--- src/rtl/timer8_cfg.svh ---
// register offsets, field positions, reset values and tick divisors
`ifndef TIMER8_CFG_SVH
`define TIMER8_CFG_SVH

// ****************************************************************
// register byte offsets
// ****************************************************************
`define OFS_CONTROL_A   5'h00
`define OFS_CONTROL_B   5'h04
`define OFS_COUNT       5'h08
`define OFS_COMPARE_A   5'h0C
`define OFS_COMPARE_B   5'h10
`define OFS_FLAGS       5'h14
`define OFS_IRQ_ENABLE  5'h18

// ****************************************************************
// field positions
// ****************************************************************
`define CTLA_WGM_LO     0
`define CTLA_COMB_LO    4
`define CTLA_COMA_LO    6
`define CTLB_CS_LO      0
`define CTLB_WGM2       3
`define CTLB_FORCE_B    6
`define CTLB_FORCE_A    7
`define FLG_OVERFLOW    0
`define FLG_CMP_A       1
`define FLG_CMP_B       2

// ****************************************************************
// values
// ****************************************************************
`define COUNT_BOTTOM    8'h00
`define COUNT_MAX       8'hFF
`define RESET_BYTE      8'h00
`define PRESC_WIDTH     10
`define PRESC_DIV8      10'h007
`define PRESC_DIV64     10'h03F
`define PRESC_DIV256    10'h0FF
`define PRESC_DIV1024   10'h3FF

`endif

--- src/rtl/timer8_pkg.sv ---
// types shared by the timer core and its tick generator
package timer8_pkg;

  typedef enum logic [2:0] {
    CS_STOP   = 3'h0,
    CS_DIV1   = 3'h1,
    CS_DIV8   = 3'h2,
    CS_DIV64  = 3'h3,
    CS_DIV256 = 3'h4,
    CS_DIV1K  = 3'h5,
    CS_EXT_FALL = 3'h6,
    CS_EXT_RISE = 3'h7
  } clock_select_t;

  typedef enum logic [2:0] {
    WM_NORMAL    = 3'h0,
    WM_PHASE_MAX = 3'h1,
    WM_CLEAR     = 3'h2,
    WM_FAST_MAX  = 3'h3,
    WM_PHASE_A   = 3'h5,
    WM_FAST_A    = 3'h7
  } waveform_mode_t;

  typedef enum logic [1:0] {
    DIR_UP   = 2'b01,
    DIR_DOWN = 2'b10
  } count_dir_t;

endpackage

--- src/rtl/tick_if.sv ---
// carrier between timer core and tick generator
interface tick_if;
  import timer8_pkg::*;
  clock_select_t clock_select_field;
  logic          timer_tick;
  modport core (output clock_select_field, input timer_tick);
  modport gen  (input clock_select_field, output timer_tick);
endinterface

--- src/rtl/timer8_tick_gen.sv ---
// timer tick generator: prescaler taps and external edge select
`include "timer8_cfg.svh"
module timer8_tick_gen
  import timer8_pkg::*;
(
  input  wire logic clk_i,         // system clock
  input  wire logic rst_i,         // async reset, high
  input  wire logic ext_tick_i,    // external count source level
  tick_if.gen       tk             // select in, tick out
);
  logic [`PRESC_WIDTH-1:0] presc_q;
  logic                    ext_q;
  logic                    tick_c;

  always_ff @(posedge clk_i or posedge rst_i) begin
    if (rst_i) begin
      presc_q <= '0;
    end else begin
      presc_q <= presc_q + `PRESC_WIDTH'(1);
    end
  end

  always_ff @(posedge clk_i or posedge rst_i) begin
    if (rst_i) begin
      ext_q <= 1'b0;
    end else begin
      ext_q <= ext_tick_i;
    end
  end

  // zero select gives no tick at all
  always_comb begin
    case (tk.clock_select_field)
      CS_STOP:     tick_c = 1'b0;
      CS_DIV1:     tick_c = 1'b1;
      CS_DIV8:     tick_c = (presc_q[2:0] == `PRESC_DIV8);
      CS_DIV64:    tick_c = (presc_q[5:0] == `PRESC_DIV64);
      CS_DIV256:   tick_c = (presc_q[7:0] == `PRESC_DIV256);
      CS_DIV1K:    tick_c = (presc_q == `PRESC_DIV1024);
      CS_EXT_FALL: tick_c = ext_q & ~ext_tick_i;
      CS_EXT_RISE: tick_c = ~ext_q & ext_tick_i;
      default:     tick_c = 1'b0;
    endcase
  end

  assign tk.timer_tick = tick_c;
endmodule

--- src/rtl/timer8_counter_compare_unit.sv ---
// 8-bit timer core: counter, two compare units, flags, pin override
//
// Operation
// - counter clears, increments or decrements per tick
// - clock select zero stops the tick
// - counter readable and writable at any time
// - software counter write beats count or clear
// - three-bit mode split over two controls
// - overflow flag set per mode, interrupt source
// - counter compared against both compare values
// - compare flag set on tick after match
// - flag interrupts; cleared by service or write-one
// - compare values buffered only in PWM modes
// - access hits buffer or active register
// - force strobe acts like match, no flag
// - counter write blocks matches next tick
// - output state survives mode changes
// - output mode unbuffered, applies next match
// - output state cleared on reset
// - nonzero output mode overrides port value
// - pin driven only when direction is output
// - output mode zero leaves state unchanged
// - top and bottom indications drive waveform
// - bottom 0x00, max 0xFF, top per mode
// - mode zero wraps, overflow at zero
// - mode two clears on compare A
// - modes three and seven single-slope PWM
`include "timer8_cfg.svh"
module timer8_counter_compare_unit
  import timer8_pkg::*;
(
  input  wire logic        clk_i,           // system clock
  input  wire logic        rst_i,           // async reset, high
  input  wire logic [4:0]  avs_address_i,   // byte address
  input  wire logic        avs_read_i,      // read request
  input  wire logic        avs_write_i,     // write request
  input  wire logic [31:0] avs_writedata_i, // write data
  input  wire logic [3:0]  avs_byteenable_i, // byte lanes
  output logic      [31:0] avs_readdata_o,  // read data
  output logic             avs_waitrequest_o, // stall
  input  wire logic        ext_tick_i,      // external count source
  input  wire logic        ovf_ack_i,       // overflow irq serviced
  input  wire logic        cmp_a_ack_i,     // compare a irq serviced
  input  wire logic        cmp_b_ack_i,     // compare b irq serviced
  output logic             ovf_irq_o,       // overflow irq request
  output logic             cmp_a_irq_o,     // compare a irq request
  output logic             cmp_b_irq_o,     // compare b irq request
  input  wire logic [1:0]  port_value_i,    // port data, {b,a}
  input  wire logic [1:0]  pin_direction_bit_i, // 1 = output, {b,a}
  output logic      [1:0]  wave_output_o,   // pin level, {b,a}
  output logic      [1:0]  wave_oe_n_o      // pin enable low, {b,a}
);
  import timer8_pkg::*;

  // ****************************************************************
  // functions
  // ****************************************************************
  function automatic logic is_pwm(input logic [2:0] m);
    is_pwm = m[0];
  endfunction

  function automatic logic is_phase(input logic [2:0] m);
    is_phase = m[0] & ~m[1];
  endfunction

  // next output state for a match; mode bits and up/down in
  function automatic logic match_level(input logic [1:0] com,
                                       input logic       cur,
                                       input logic       pwm,
                                       input logic       down,
                                       input logic       tgl_ok);
    match_level = cur;
    if (com == 2'h1) begin
      if (!pwm || tgl_ok) begin
        match_level = ~cur;
      end
    end else if (com == 2'h2) begin
      match_level = pwm & down;
    end else if (com == 2'h3) begin
      match_level = ~(pwm & down);
    end
  endfunction

  // ****************************************************************
  // state
  // ****************************************************************
  tick_if tk ();

  logic [1:0]  wgm_lo_q;
  logic        wgm_hi_q;
  logic [1:0]  com_a_q;
  logic [1:0]  com_b_q;
  logic [2:0]  cs_q;
  logic [7:0]  count_q;
  count_dir_t  dir_q;
  logic [7:0]  cmp_a_q;
  logic [7:0]  cmp_b_q;
  logic [7:0]  buf_a_q;
  logic [7:0]  buf_b_q;
  logic [2:0]  flags_q;
  logic [2:0]  irq_en_q;
  logic        block_q;
  logic [1:0]  oc_q;
  logic        ack_q;
  logic [31:0] rdata_q;

  logic [2:0]  wave_mode;
  logic        pwm;
  logic        phase;
  logic [7:0]  top;
  logic        at_top;
  logic        at_bottom;
  logic        tick;
  logic        acc;
  logic        wr;
  logic        wr_count;
  logic [7:0]  wbyte;
  logic [1:0]  hit;
  logic [1:0]  match_ev;
  logic        dbuf_load;
  logic        ovf_ev;
  logic [1:0]  force_ev;
  logic [2:0]  w1c;
  logic [2:0]  ack_vec;

  assign wave_mode = {wgm_hi_q, wgm_lo_q};
  assign pwm       = is_pwm(wave_mode);
  assign phase     = is_phase(wave_mode);

  // ****************************************************************
  // tick source
  // ****************************************************************
  assign tk.clock_select_field = clock_select_t'(cs_q);
  assign tick = tk.timer_tick;

  timer8_tick_gen u_tick (
    .clk_i      (clk_i),
    .rst_i      (rst_i),
    .ext_tick_i (ext_tick_i),
    .tk         (tk.gen)
  );

  // ****************************************************************
  // register bus: one wait state, then acknowledge
  // ****************************************************************
  assign acc   = (avs_read_i | avs_write_i) & ~ack_q;
  assign avs_waitrequest_o = (avs_read_i | avs_write_i) & ~ack_q;
  assign wr    = avs_write_i & ack_q & avs_byteenable_i[0];
  assign wbyte = avs_writedata_i[7:0];
  assign wr_count = wr && (avs_address_i == `OFS_COUNT);
  assign avs_readdata_o = rdata_q;

  always_ff @(posedge clk_i or posedge rst_i) begin
    if (rst_i) begin
      ack_q <= 1'b0;
    end else begin
      ack_q <= acc;
    end
  end

  // read data captured in the wait cycle, stands at the accept edge
  always_ff @(posedge clk_i or posedge rst_i) begin
    if (rst_i) begin
      rdata_q <= '0;
    end else if (acc && avs_read_i) begin
      if (avs_address_i == `OFS_CONTROL_A) begin
        rdata_q <= {24'h00_0000, com_a_q, com_b_q, 2'b00, wgm_lo_q};
      end else if (avs_address_i == `OFS_CONTROL_B) begin
        rdata_q <= {24'h00_0000, 4'h0, wgm_hi_q, cs_q};
      end else if (avs_address_i == `OFS_COUNT) begin
        rdata_q <= {24'h00_0000, count_q};
      end else if (avs_address_i == `OFS_COMPARE_A) begin
        rdata_q <= {24'h00_0000, buf_a_q};
      end else if (avs_address_i == `OFS_COMPARE_B) begin
        rdata_q <= {24'h00_0000, buf_b_q};
      end else if (avs_address_i == `OFS_FLAGS) begin
        rdata_q <= {29'h0000_0000, flags_q};
      end else if (avs_address_i == `OFS_IRQ_ENABLE) begin
        rdata_q <= {29'h0000_0000, irq_en_q};
      end else begin
        rdata_q <= '0;
      end
    end
  end

  // ****************************************************************
  // control registers
  // ****************************************************************
  always_ff @(posedge clk_i or posedge rst_i) begin
    if (rst_i) begin
      wgm_lo_q <= '0;
      com_a_q  <= '0;
      com_b_q  <= '0;
    end else if (wr && avs_address_i == `OFS_CONTROL_A) begin
      wgm_lo_q <= wbyte[`CTLA_WGM_LO +: 2];
      com_a_q  <= wbyte[`CTLA_COMA_LO +: 2];
      com_b_q  <= wbyte[`CTLA_COMB_LO +: 2];
    end
  end

  always_ff @(posedge clk_i or posedge rst_i) begin
    if (rst_i) begin
      cs_q     <= '0;
      wgm_hi_q <= 1'b0;
    end else if (wr && avs_address_i == `OFS_CONTROL_B) begin
      cs_q     <= wbyte[`CTLB_CS_LO +: 3];
      wgm_hi_q <= wbyte[`CTLB_WGM2];
    end
  end

  always_ff @(posedge clk_i or posedge rst_i) begin
    if (rst_i) begin
      irq_en_q <= '0;
    end else if (wr && avs_address_i == `OFS_IRQ_ENABLE) begin
      irq_en_q <= wbyte[2:0];
    end
  end

  // force strobes read back as zero; ignored in PWM modes
  assign force_ev[0] = wr && avs_address_i == `OFS_CONTROL_B
                       && wbyte[`CTLB_FORCE_A] && !pwm;
  assign force_ev[1] = wr && avs_address_i == `OFS_CONTROL_B
                       && wbyte[`CTLB_FORCE_B] && !pwm;

  // ****************************************************************
  // counter
  // ****************************************************************
  assign top = (wave_mode == WM_CLEAR || wave_mode == WM_FAST_A
                || wave_mode == WM_PHASE_A) ? cmp_a_q
                                            : `COUNT_MAX;
  assign at_top    = (count_q == top);
  assign at_bottom = (count_q == `COUNT_BOTTOM);

  always_ff @(posedge clk_i or posedge rst_i) begin
    if (rst_i) begin
      count_q <= `RESET_BYTE;
      dir_q   <= DIR_UP;
    end else if (wr_count) begin
      count_q <= wbyte;
    end else if (tick) begin
      if (phase) begin
        if (dir_q == DIR_UP) begin
          if (at_top) begin
            dir_q   <= DIR_DOWN;
            count_q <= count_q - 8'h01;
          end else begin
            count_q <= count_q + 8'h01;
          end
        end else begin
          if (at_bottom) begin
            dir_q   <= DIR_UP;
            count_q <= count_q + 8'h01;
          end else begin
            count_q <= count_q - 8'h01;
          end
        end
      end else if (wave_mode != WM_NORMAL && at_top) begin
        count_q <= `COUNT_BOTTOM;
        dir_q   <= DIR_UP;
      end else begin
        count_q <= count_q + 8'h01;
        dir_q   <= DIR_UP;
      end
    end
  end

  // ****************************************************************
  // compare values, double buffered in PWM modes
  // ****************************************************************
  assign dbuf_load = tick && (phase ? (at_top && dir_q == DIR_UP)
                                    : at_top);

  always_ff @(posedge clk_i or posedge rst_i) begin
    if (rst_i) begin
      buf_a_q <= `RESET_BYTE;
      buf_b_q <= `RESET_BYTE;
    end else begin
      if (wr && avs_address_i == `OFS_COMPARE_A) begin
        buf_a_q <= wbyte;
      end
      if (wr && avs_address_i == `OFS_COMPARE_B) begin
        buf_b_q <= wbyte;
      end
    end
  end

  // without buffering the active value tracks every write at once
  always_ff @(posedge clk_i or posedge rst_i) begin
    if (rst_i) begin
      cmp_a_q <= `RESET_BYTE;
      cmp_b_q <= `RESET_BYTE;
    end else if (!pwm) begin
      cmp_a_q <= (wr && avs_address_i == `OFS_COMPARE_A)
                 ? wbyte : buf_a_q;
      cmp_b_q <= (wr && avs_address_i == `OFS_COMPARE_B)
                 ? wbyte : buf_b_q;
    end else if (dbuf_load) begin
      cmp_a_q <= buf_a_q;
      cmp_b_q <= buf_b_q;
    end
  end

  // ****************************************************************
  // match, blocking and flags
  // ****************************************************************
  assign hit = {count_q == cmp_b_q, count_q == cmp_a_q};

  // a count write stays armed until a tick consumes it
  always_ff @(posedge clk_i or posedge rst_i) begin
    if (rst_i) begin
      block_q <= 1'b0;
    end else if (wr_count) begin
      block_q <= 1'b1;
    end else if (tick) begin
      block_q <= 1'b0;
    end
  end

  assign match_ev = (tick && !block_q) ? hit : 2'b00;

  always_comb begin
    if (phase) begin
      ovf_ev = tick && at_bottom && dir_q == DIR_DOWN;
    end else if (pwm) begin
      ovf_ev = tick && at_top;
    end else begin
      ovf_ev = tick && count_q == `COUNT_MAX;
    end
  end

  assign w1c = (wr && avs_address_i == `OFS_FLAGS) ? wbyte[2:0] : 3'b000;
  assign ack_vec = {cmp_b_ack_i, cmp_a_ack_i, ovf_ack_i};

  // a set in the clearing cycle wins
  always_ff @(posedge clk_i or posedge rst_i) begin
    if (rst_i) begin
      flags_q <= '0;
    end else begin
      flags_q <= (flags_q & ~(w1c | ack_vec))
                 | {match_ev[1], match_ev[0], ovf_ev};
    end
  end

  assign ovf_irq_o   = flags_q[`FLG_OVERFLOW] & irq_en_q[`FLG_OVERFLOW];
  assign cmp_a_irq_o = flags_q[`FLG_CMP_A] & irq_en_q[`FLG_CMP_A];
  assign cmp_b_irq_o = flags_q[`FLG_CMP_B] & irq_en_q[`FLG_CMP_B];

  // ****************************************************************
  // waveform state; untouched by mode changes
  // ****************************************************************
  always_ff @(posedge clk_i or posedge rst_i) begin
    if (rst_i) begin
      oc_q <= 2'b00;
    end else begin
      if (force_ev[0]) begin
        oc_q[0] <= match_level(com_a_q, oc_q[0], 1'b0, 1'b0, 1'b0);
      end else if (match_ev[0]) begin
        oc_q[0] <= match_level(com_a_q, oc_q[0], pwm,
                               dir_q == DIR_DOWN, wgm_hi_q);
      end else if (pwm && !phase && tick && at_top && com_a_q[1]) begin
        oc_q[0] <= ~com_a_q[0];
      end
      if (force_ev[1]) begin
        oc_q[1] <= match_level(com_b_q, oc_q[1], 1'b0, 1'b0, 1'b0);
      end else if (match_ev[1]) begin
        oc_q[1] <= match_level(com_b_q, oc_q[1], pwm,
                               dir_q == DIR_DOWN, 1'b0);
      end else if (pwm && !phase && tick && at_top && com_b_q[1]) begin
        oc_q[1] <= ~com_b_q[0];
      end
    end
  end

  // ****************************************************************
  // pin override
  // ****************************************************************
  assign wave_output_o[0] = (com_a_q != 2'b00) ? oc_q[0]
                                               : port_value_i[0];
  assign wave_output_o[1] = (com_b_q != 2'b00) ? oc_q[1]
                                               : port_value_i[1];
  assign wave_oe_n_o = ~pin_direction_bit_i;

endmodule

--- config.mk ---
export PLATFORM = sky130hd
export DESIGN_NAME = timer8_counter_compare_unit
export DESIGN_NICKNAME = d
export VERILOG_FILES = /design/src/rtl/timer8_pkg.sv /design/src/rtl/tick_if.sv /design/src/rtl/timer8_tick_gen.sv /design/src/rtl/timer8_counter_compare_unit.sv
export VERILOG_INCLUDE_DIRS = /design/src /design/src/rtl
export SDC_FILE = /design/constraint.sdc
export NUM_CORES = 1
export LEC_CHECK = 0
export BUFFER_PORTS_ARGS = -buffer_cell sky130_fd_sc_hd__buf_2
export CORE_ASPECT_RATIO = 1.5
export CORE_MARGIN = 4
export CORE_UTILIZATION = 55
export DETAILED_ROUTE_END_ITERATION = 12
export PLACE_DENSITY = 0.85
export SETUP_SLACK_MARGIN = 0.4
export SYNTH_ARGS = -nofsm -noshare
export SYNTH_HDL_FRONTEND = slang
export SYNTH_SLANG_ARGS = --single-unit
--- constraint.sdc ---
create_clock -name clk_i -period 3.2 [get_ports clk_i]
set_input_delay 0.96 -clock clk_i [delete_from_list [all_inputs] [get_ports clk_i]]
set_output_delay 0.96 -clock clk_i [all_outputs]
set_load 0.02 [all_outputs]
==> results of run 1 <==
## routing by layer
metal	GRT usage [%]	wire, um
met1	29.7	4850
met2	43.8	6780
met4	15.5	727
met3	4.87	812
met5	0	0
## final timing paths
path / end / slack (ps) / depth (start not counted)
max: count_q[2]$_DFFE_PP0P_ / 530 / 9
min: ack_q$_DFF_PP0_ / 450 / 1
max reg2reg: count_q[2]$_DFFE_PP0P_ / 530 / 9
min reg2reg: ack_q$_DFF_PP0_ / 450 / 1
max in group asynchronous: dir_q[0]$_DFFE_PP1P_ / 2110 / 3
min in group asynchronous: u_tick.presc_q[3]$_DFF_PP0_ / 740 / 3
## synth_stat cells (all sizes together) (2+ instances only)
master	number
a221oi	2
nand2	77
xnor2	14
nor2	38
mux2i	7
a31oi	18
o211ai	3
o21ai	26
dfrtp	80
o2111ai	2
clkinv	2
and2	6
a211oi	6
and4	3
nand4	4
o22ai	4
and3	12
o21a	2
nand2b	10
clkbuf	14
a311oi	2
inv	14
xor2	3
nand3b	5
nor2b	7
or3	3
mux2	35
ha	5
nor4	4
a21oi	17
nor3	13
o311ai	3
or4	2
a22oi	10
buf	37
nand3	17
## flip-flops by register name, indices dropped and copies added (netlist names), 3 cells and up
signal          flops
cmp_b_q             8
avs_readdata_o      8
buf_a_q             8
u_tick.presc_q     10
irq_en_q            3
count_q             8
flags_q             3
buf_b_q             8
cmp_a_q             8
cs_q                3
## power by group
part / leakage, nW / internal, mW / switching, mW
Sequential: 1.06 / 1.13 / 0.136
Clock: 0.147 / 0.635 / 0.432
Combinational: 1.32 / 0.262 / 0.388
Total: 2.53 / 2.02 / 0.956
## cell type report
class / instances / area [um2]
clock buffer: 10 / 239
clock inverter: 6 / 73.8
fill: 673 / 3070
inverter: 16 / 66.3
multi-input combinational: 404 / 2560
sequential: 81 / 2030
tap: 107 / 134
timing repair buffer: 64 / 394
## timing repair
item / in CTS / in global routing
gates resized for setup: 0 / 2
endpoints found under the hold margin: 0 / 0
setup endpoints to repair: 0 / 1
## worst reg2reg max path: stages, from the launching register on
cell,delay [ps]
dfrtp_1,500
inv_2,180
o22ai_1,120
or4_4,560
a21oi_2,180
buf_4,200
o211ai_1,220
o311ai_1,310
o21ai_0,150
o311ai_0,130
## cell usage in the layout (no fill, tap or decap), types with 4 or more instances in the layout
| cell | count |
|---|---|
| a211oi_1 | 5 |
| a21oi_1 | 15 |
| a22oi_1 | 10 |
| a31oi_1 | 18 |
| and2_1 | 6 |
| and3_1 | 11 |
| buf_2 | 41 |
| buf_4 | 21 |
| clkbuf_16 | 9 |
| conb_1 | 24 |
| dfrtp_1 | 80 |
| ha_1 | 5 |
| inv_1 | 11 |
| mux2_2 | 34 |
| mux2i_1 | 7 |
| nand2_1 | 77 |
| nand2b_1 | 10 |
| nand3_1 | 17 |
| nand3b_1 | 5 |
| nand4_1 | 4 |
| nor2_1 | 38 |
| nor2b_1 | 7 |
| nor3_1 | 12 |
| o21ai_0 | 24 |
| o22ai_1 | 4 |
| xnor2_1 | 14 |
## metrics by stage
| stage | total power [mW] | std cells | hold WS [ps] | util [%] | worst slack, ps |
|---|---|---|---|---|---|
| floorplan | 1.74 | 552 | 437 | - | 426 |
| global placement | 1.89 | 672 | 426 | 60.4 | 255 |
| detailed placement | 1.91 | 672 | 440 | 60.4 | 199 |
| CTS | 2.97 | 688 | 451 | 64.1 | 505 |
| global route | 3.11 | 688 | 504 | 64.1 | 422 |
| finish | 2.98 | 688 | 447 | 64.1 | 529 |
## kinds of logic after synthesis
group,Yosys count
adder cells (fa/ha/maj),5
AND/OR/NAND/NOR,207
other,1
buffers and inverters,67
XOR/XNOR,17
multiplexers,43
AO/OA/AOI/OAI,108
flip-flops,81
==> results.yml, run 1 <==
clock_network:
  clkSinkCount: 81
  path_clk_slew_ps: 60
  cts_buffers: 9
  cts.path.max_buffers: 2
  postCtsSetupBuffers: 0
  ctsHoldBuffers: 0
  cts_tree: "done"
  root_buffer: "clkbuf_16"
  h-tree-depth: 3
  clk_latency_ps: 340
setup_path:
  critPathCaptureType: "flip-flop"
  startpoint_type: "flip-flop"
  arrival_ps: 2880
  crit_fanout: 10
  critical-path-top-delay-family: "compound AO/OA/AOI/OAI gates"
  reg2reg_from: "count_q[5]$_DFFE_PP0P_"
  crit_buf_inv: 2
  cp_cell_sequence: "inv_2, o22ai_1, or4_4, a21oi_2, buf_4, o211ai_1, o311ai_1, o21ai_0, o311ai_0"
  max_stage_delay_ps: 550
  path_class: "reg -> reg"
  crit_required_ps: 3410
  slowest_stage: "or4_4"
  timing.critical_path.from: "count_q[5]$_DFFE_PP0P_"
global_route:
  grt_first_pass_wirelength_um: 20700
  grt_pass1_vias: 4095
  antenna_found_initial: 0
  grt_use_total_pct: 25.7
  grt_max_degree: 82
  overflow: 0
synth:
  synth-simple-area-share_pct: 21.2
  synthCells: 529
  synth_cell_types: 71
  yosys_warnings: 0
  synth.avg_cell_area_um2: 9.25
  synth-compound-area-share_pct: 15.0
  synth.mux.area_fraction_pct: 9.95
  synth.area.top_cells: "dfrtp_1 41%, mux2_2 7.8%, nand2_1 5.9%"
  ys_seq_elements: 81
  yosysTopAreaCell: "dfrtp_1"
  async_flop_share_pct: 100
  synth_top_family_by_area: "simple AND/OR/NAND/NOR gates"
  synth_edf_count: 0
  synth_fa_ha_area_share_pct: 1.28
  synth-xor-area-share_pct: 3.04
  syn_area_mm2: 0.00489
  synthFlopType: "dfrtp_1"
  synth_top_area_share_pct: 40.9
  ys_seq_area_share_pct: 41.5
job:
  maxCapViolCount: 0
layout:
  area_delta_synth_final_pct: 12.3
  layout-drive-gt1-share_pct: 23.2
  fin_nets: 634
  num_antenna_cells: 0
  final_cell_area_mm2: 0.00549
timing:
  setup_viol: 0
  rsz0062_at_grt: "no"
  fmax_mhz: 374
  drv_slew: 0
  worst_clock_skew_ps: 8.22
  hold_viol: 0
  slew_headroom_pct: 52.4
  worst_pin_slew_ps: 708
  setup-tns-final_ps: 0
  finalCriticalPeriod_ps: 2670
  finalCritPeriodShare_pct: 83.5
die:
  start_util_pct: 57.1
  fp.dieW_um: 85.0
  core_region_area_mm2: 0.00857
  num_io_pins: 93
  num_rows: 41
  die_h_um: 124
  die_area_mm2: 0.0105
power:
  ir_drop_uv: 343
  power_leakage_nw: 2.53
  powerDensity_mw_per_mm2: 542
min_path:
  hp-class: "reg -> reg"
  min-delay-start: "ack_q$_DFF_PP0_"
route:
  viasPerCell: 6.18
  drt_iter0_markers: 378
  routed_wl_um: 13200
  post_drt_wl_per_cell_um: 19.1
  ant_nets: 0
  dr.pass1.iters: 5
  drc: 0
  via_count: 4250
outcome:
  outcome: "complete, no violations"
place:
  gp_congestion: 0.968
  postPlaceCellArea_mm2: 0.00518
  dp_hpwl_um: 9770
  io_buffers: 41
(Power assumes the default switching activity.)
==> run 2, diff against run 1 <==
ABC_AREA = 1   (was not set)
CORE_UTILIZATION = 51   (was 55)
PLACE_DENSITY = 0.83   (was 0.85)
clock period = 2.4 ns   (was 3.2 ns; I/O delays follow)
==> run 2 against run 1 <==
Combinational power increased by 120%. First-iteration DRC count is 5.8% higher. Die area rose by 14%. Critical path depth decreased by 6. Synthesized cell count grew 28%. Worst hold slack improved by 6.5 ps. Clock-buffer cell count rose by 1. Clock power is 21% higher. Routed wire length is 6.9% higher. Sequential power increased by 44%. Power up 53%. Critical endpoint is now wave_output_o[0].
==> results.yml, run 2 <==
layout:
  instances_no_fill: 856
  num_antenna_cells: 0
  final_common_cell: "nand2_1"
  regMostFlops: "u_tick.presc_q"
  largest_reg_flops: 10
  fin_nets: 792
  area_delta_synth_final_pct: 14.0
  layout-drive-gt1-share_pct: 24.9
  final_cell_mix: "173 x nand2_1, 80 x inv_1, 71 x dfrtp_1"
outcome:
  outcome: "complete, no violations"
clock_network:
  cts_tree: "done"
  cts_buffers: 9
  clk_latency_ps: 340
  h-tree-depth: 3
  path_clk_slew_ps: 60
  ctsHoldBuffers: 0
  root_buffer: "clkbuf_16"
  clkSinkCount: 81
  cts.path.max_buffers: 2
power:
  p_switching_mw: 1.71
  design_power_total_mw: 4.56
  power_leakage_nw: 3.05
  p_seq_share_pct: 39.7
  switching_share_pct: 37.5
  combinationalPowerShare_pct: 32.0
  p_int_mw: 2.85
  clkPwrFrac_pct: 28.3
  ir_drop_uv: 520
  powerDensity_mw_per_mm2: 765
global_route:
  grt_pass1_vias: 4655
  grt_first_pass_wirelength_um: 22700
  grt_max_degree: 29
  antenna_found_initial: 0
  grt_use_total_pct: 24.1
  overflow: 0
timing:
  fmax_mhz: 489
  drv_slew: 0
  finalCriticalPeriod_ps: 2050
  slew_headroom_pct: 56.0
  setup_viol: 0
  worst_clock_skew_ps: 4.94
  whs_ps: 453
  hold_viol: 0
  setup-tns-final_ps: 0
  finalCritPeriodShare_pct: 85.2
  worst_pin_slew_ps: 658
  rsz0062_at_grt: "yes"
setup_path:
  critPathCaptureType: "output pin"
  startpoint_type: "flip-flop"
  crit_fanout: 2
  path_class: "reg -> out"
  arrival_ps: 1330
  crit_required_ps: 1680
die:
  num_io_pins: 93
  num_rows: 45
  die_h_um: 132
  die_area_mm2: 0.0120
  fp.dieW_um: 90.7
  core_region_area_mm2: 0.0101
  start_util_pct: 51.9
synth:
  yosys_warnings: 0
  synth_edf_count: 0
  ys_seq_area_share_pct: 38.8
  synthFlopType: "dfrtp_1"
  yosysMostFrequentCell: "nand2_1"
  synth_top_area_share_pct: 38.3
  ys_seq_elements: 81
  synth.avg_cell_area_um2: 7.74
  yosysTopAreaCell: "dfrtp_1"
  synthCells: 675
  synth_commonest_cells: "174 x nand2_1, 84 x inv_1, 80 x dfrtp_1"
  async_flop_share_pct: 100
  synth_cell_types: 52
  synth.area.top_cells: "dfrtp_1 38%, nand2_1 12%, inv_1 6.0%"
  syn_area_mm2: 0.00523
route:
  post_drt_wl_per_cell_um: 16.4
  drc: 0
  viasPerCell: 5.51
  drt_iter0_markers: 400
  ant_nets: 0
  via_count: 4716
  dr.pass1.iters: 5
  routed_wl_um: 14100
place:
  io_buffers: 41
  post-place-cells: 826
  dp_hpwl_um: 10400
  gp_congestion: 0.985
min_path:
  hp-class: "reg -> reg"
job:
  maxCapViolCount: 0
## run 2: cell count changes in the layout (fill, tap and decap cells not counted), sizes merged, moves of 9 or more
cell | before | now
nor2 | 38 | 66
nand2b | 10 | 0
nand3 | 17 | 31
xnor2 | 14 | 5
xor2 | 3 | 21
nand4 | 4 | 14
o21ai | 26 | 52
o22ai | 4 | 15
mux2 | 35 | 1
and3 | 12 | 0
a22oi | 10 | 0
nand2 | 77 | 187
a31oi | 18 | 2
inv | 15 | 100
## run 2: worst paths after layout
kind,start,slack (ps),depth (start not counted),endpoint
worst min-delay path,ack_q$_DFF_PP0_,450,1,ack_q$_DFF_PP0_
worst max-delay path,com_a_q[1]$_DFFE_PP0P_,350,3,wave_output_o[0]
min in group asynchronous,rst_i,480,2,u_tick.presc_q[9]$_DFF_PP0_
worst max register to register,u_tick.presc_q[1]$_DFF_PP0_,450,10,cmp_b_q[1]$_DFFE_PP0P_
max in group asynchronous,rst_i,1300,3,dir_q[0]$_DFFE_PP1P_
worst min register to register,ack_q$_DFF_PP0_,450,1,ack_q$_DFF_PP0_
## run 2: power groups by stage
stage / logic, mW / clock network [mW] / registers [mW]
floorplan: 1.17 / 0 / 1.67
global placement: 1.31 / 0 / 1.82
detailed placement: 1.33 / 0 / 1.82
CTS: 1.37 / 1.30 / 1.80
global route: 1.63 / 1.36 / 1.83
finish: 1.46 / 1.29 / 1.81
## run 2: worst max-delay path, stage by stage (launching register included)
cell	delay [ps]
dfrtp_2	420
nor2_4	130
mux2_4	310
buf_6	130
## run 2: what timing repair did
action / 4_1_cts / 5_1_grt
gates resized for setup: 12 / 28
endpoints found under the setup margin: 23 / 31
pin swaps: 4 / 6
buffers inserted: 7 / 6
cloned: 1 / 0
## run 2: per-stage QoR
| stage | setup WS [ps] | cell area, um2 | util [%] |
|---|---|---|---|
| global route | 334 | 5960 | 59.1 |
| global placement | 180 | 5450 | 54.1 |
| CTS | 347 | 5840 | 57.9 |
| floorplan | 477 | 5320 | - |
| finish | 354 | 5960 | 59.1 |
| detailed placement | 112 | 5450 | 54.1 |
## run 2: layout make-up
type,count,area (um2)
timing repair buffer,65,430
clock inverter,5,30.0
fill,848,4120
tap,117,146
multi-input combinational,475,2670
sequential,81,2040
inverter,102,394
clock buffer,11,253
## run 2: cell families after synthesis
group,synth area share (%)
buf+inv,13.7
fa+ha+maj,1.20
compound gates,13.3
xor+xnor,4.36
other cells,0.0717
mux,0.215
simple gates,28.4
flops,38.8
## run 2: metal layers
metal  track usage [%]  wire (um)
met5                 0          0
met4              19.5        978
met3              4.74        980
met1              25.2       4890
met2              41.5       7220
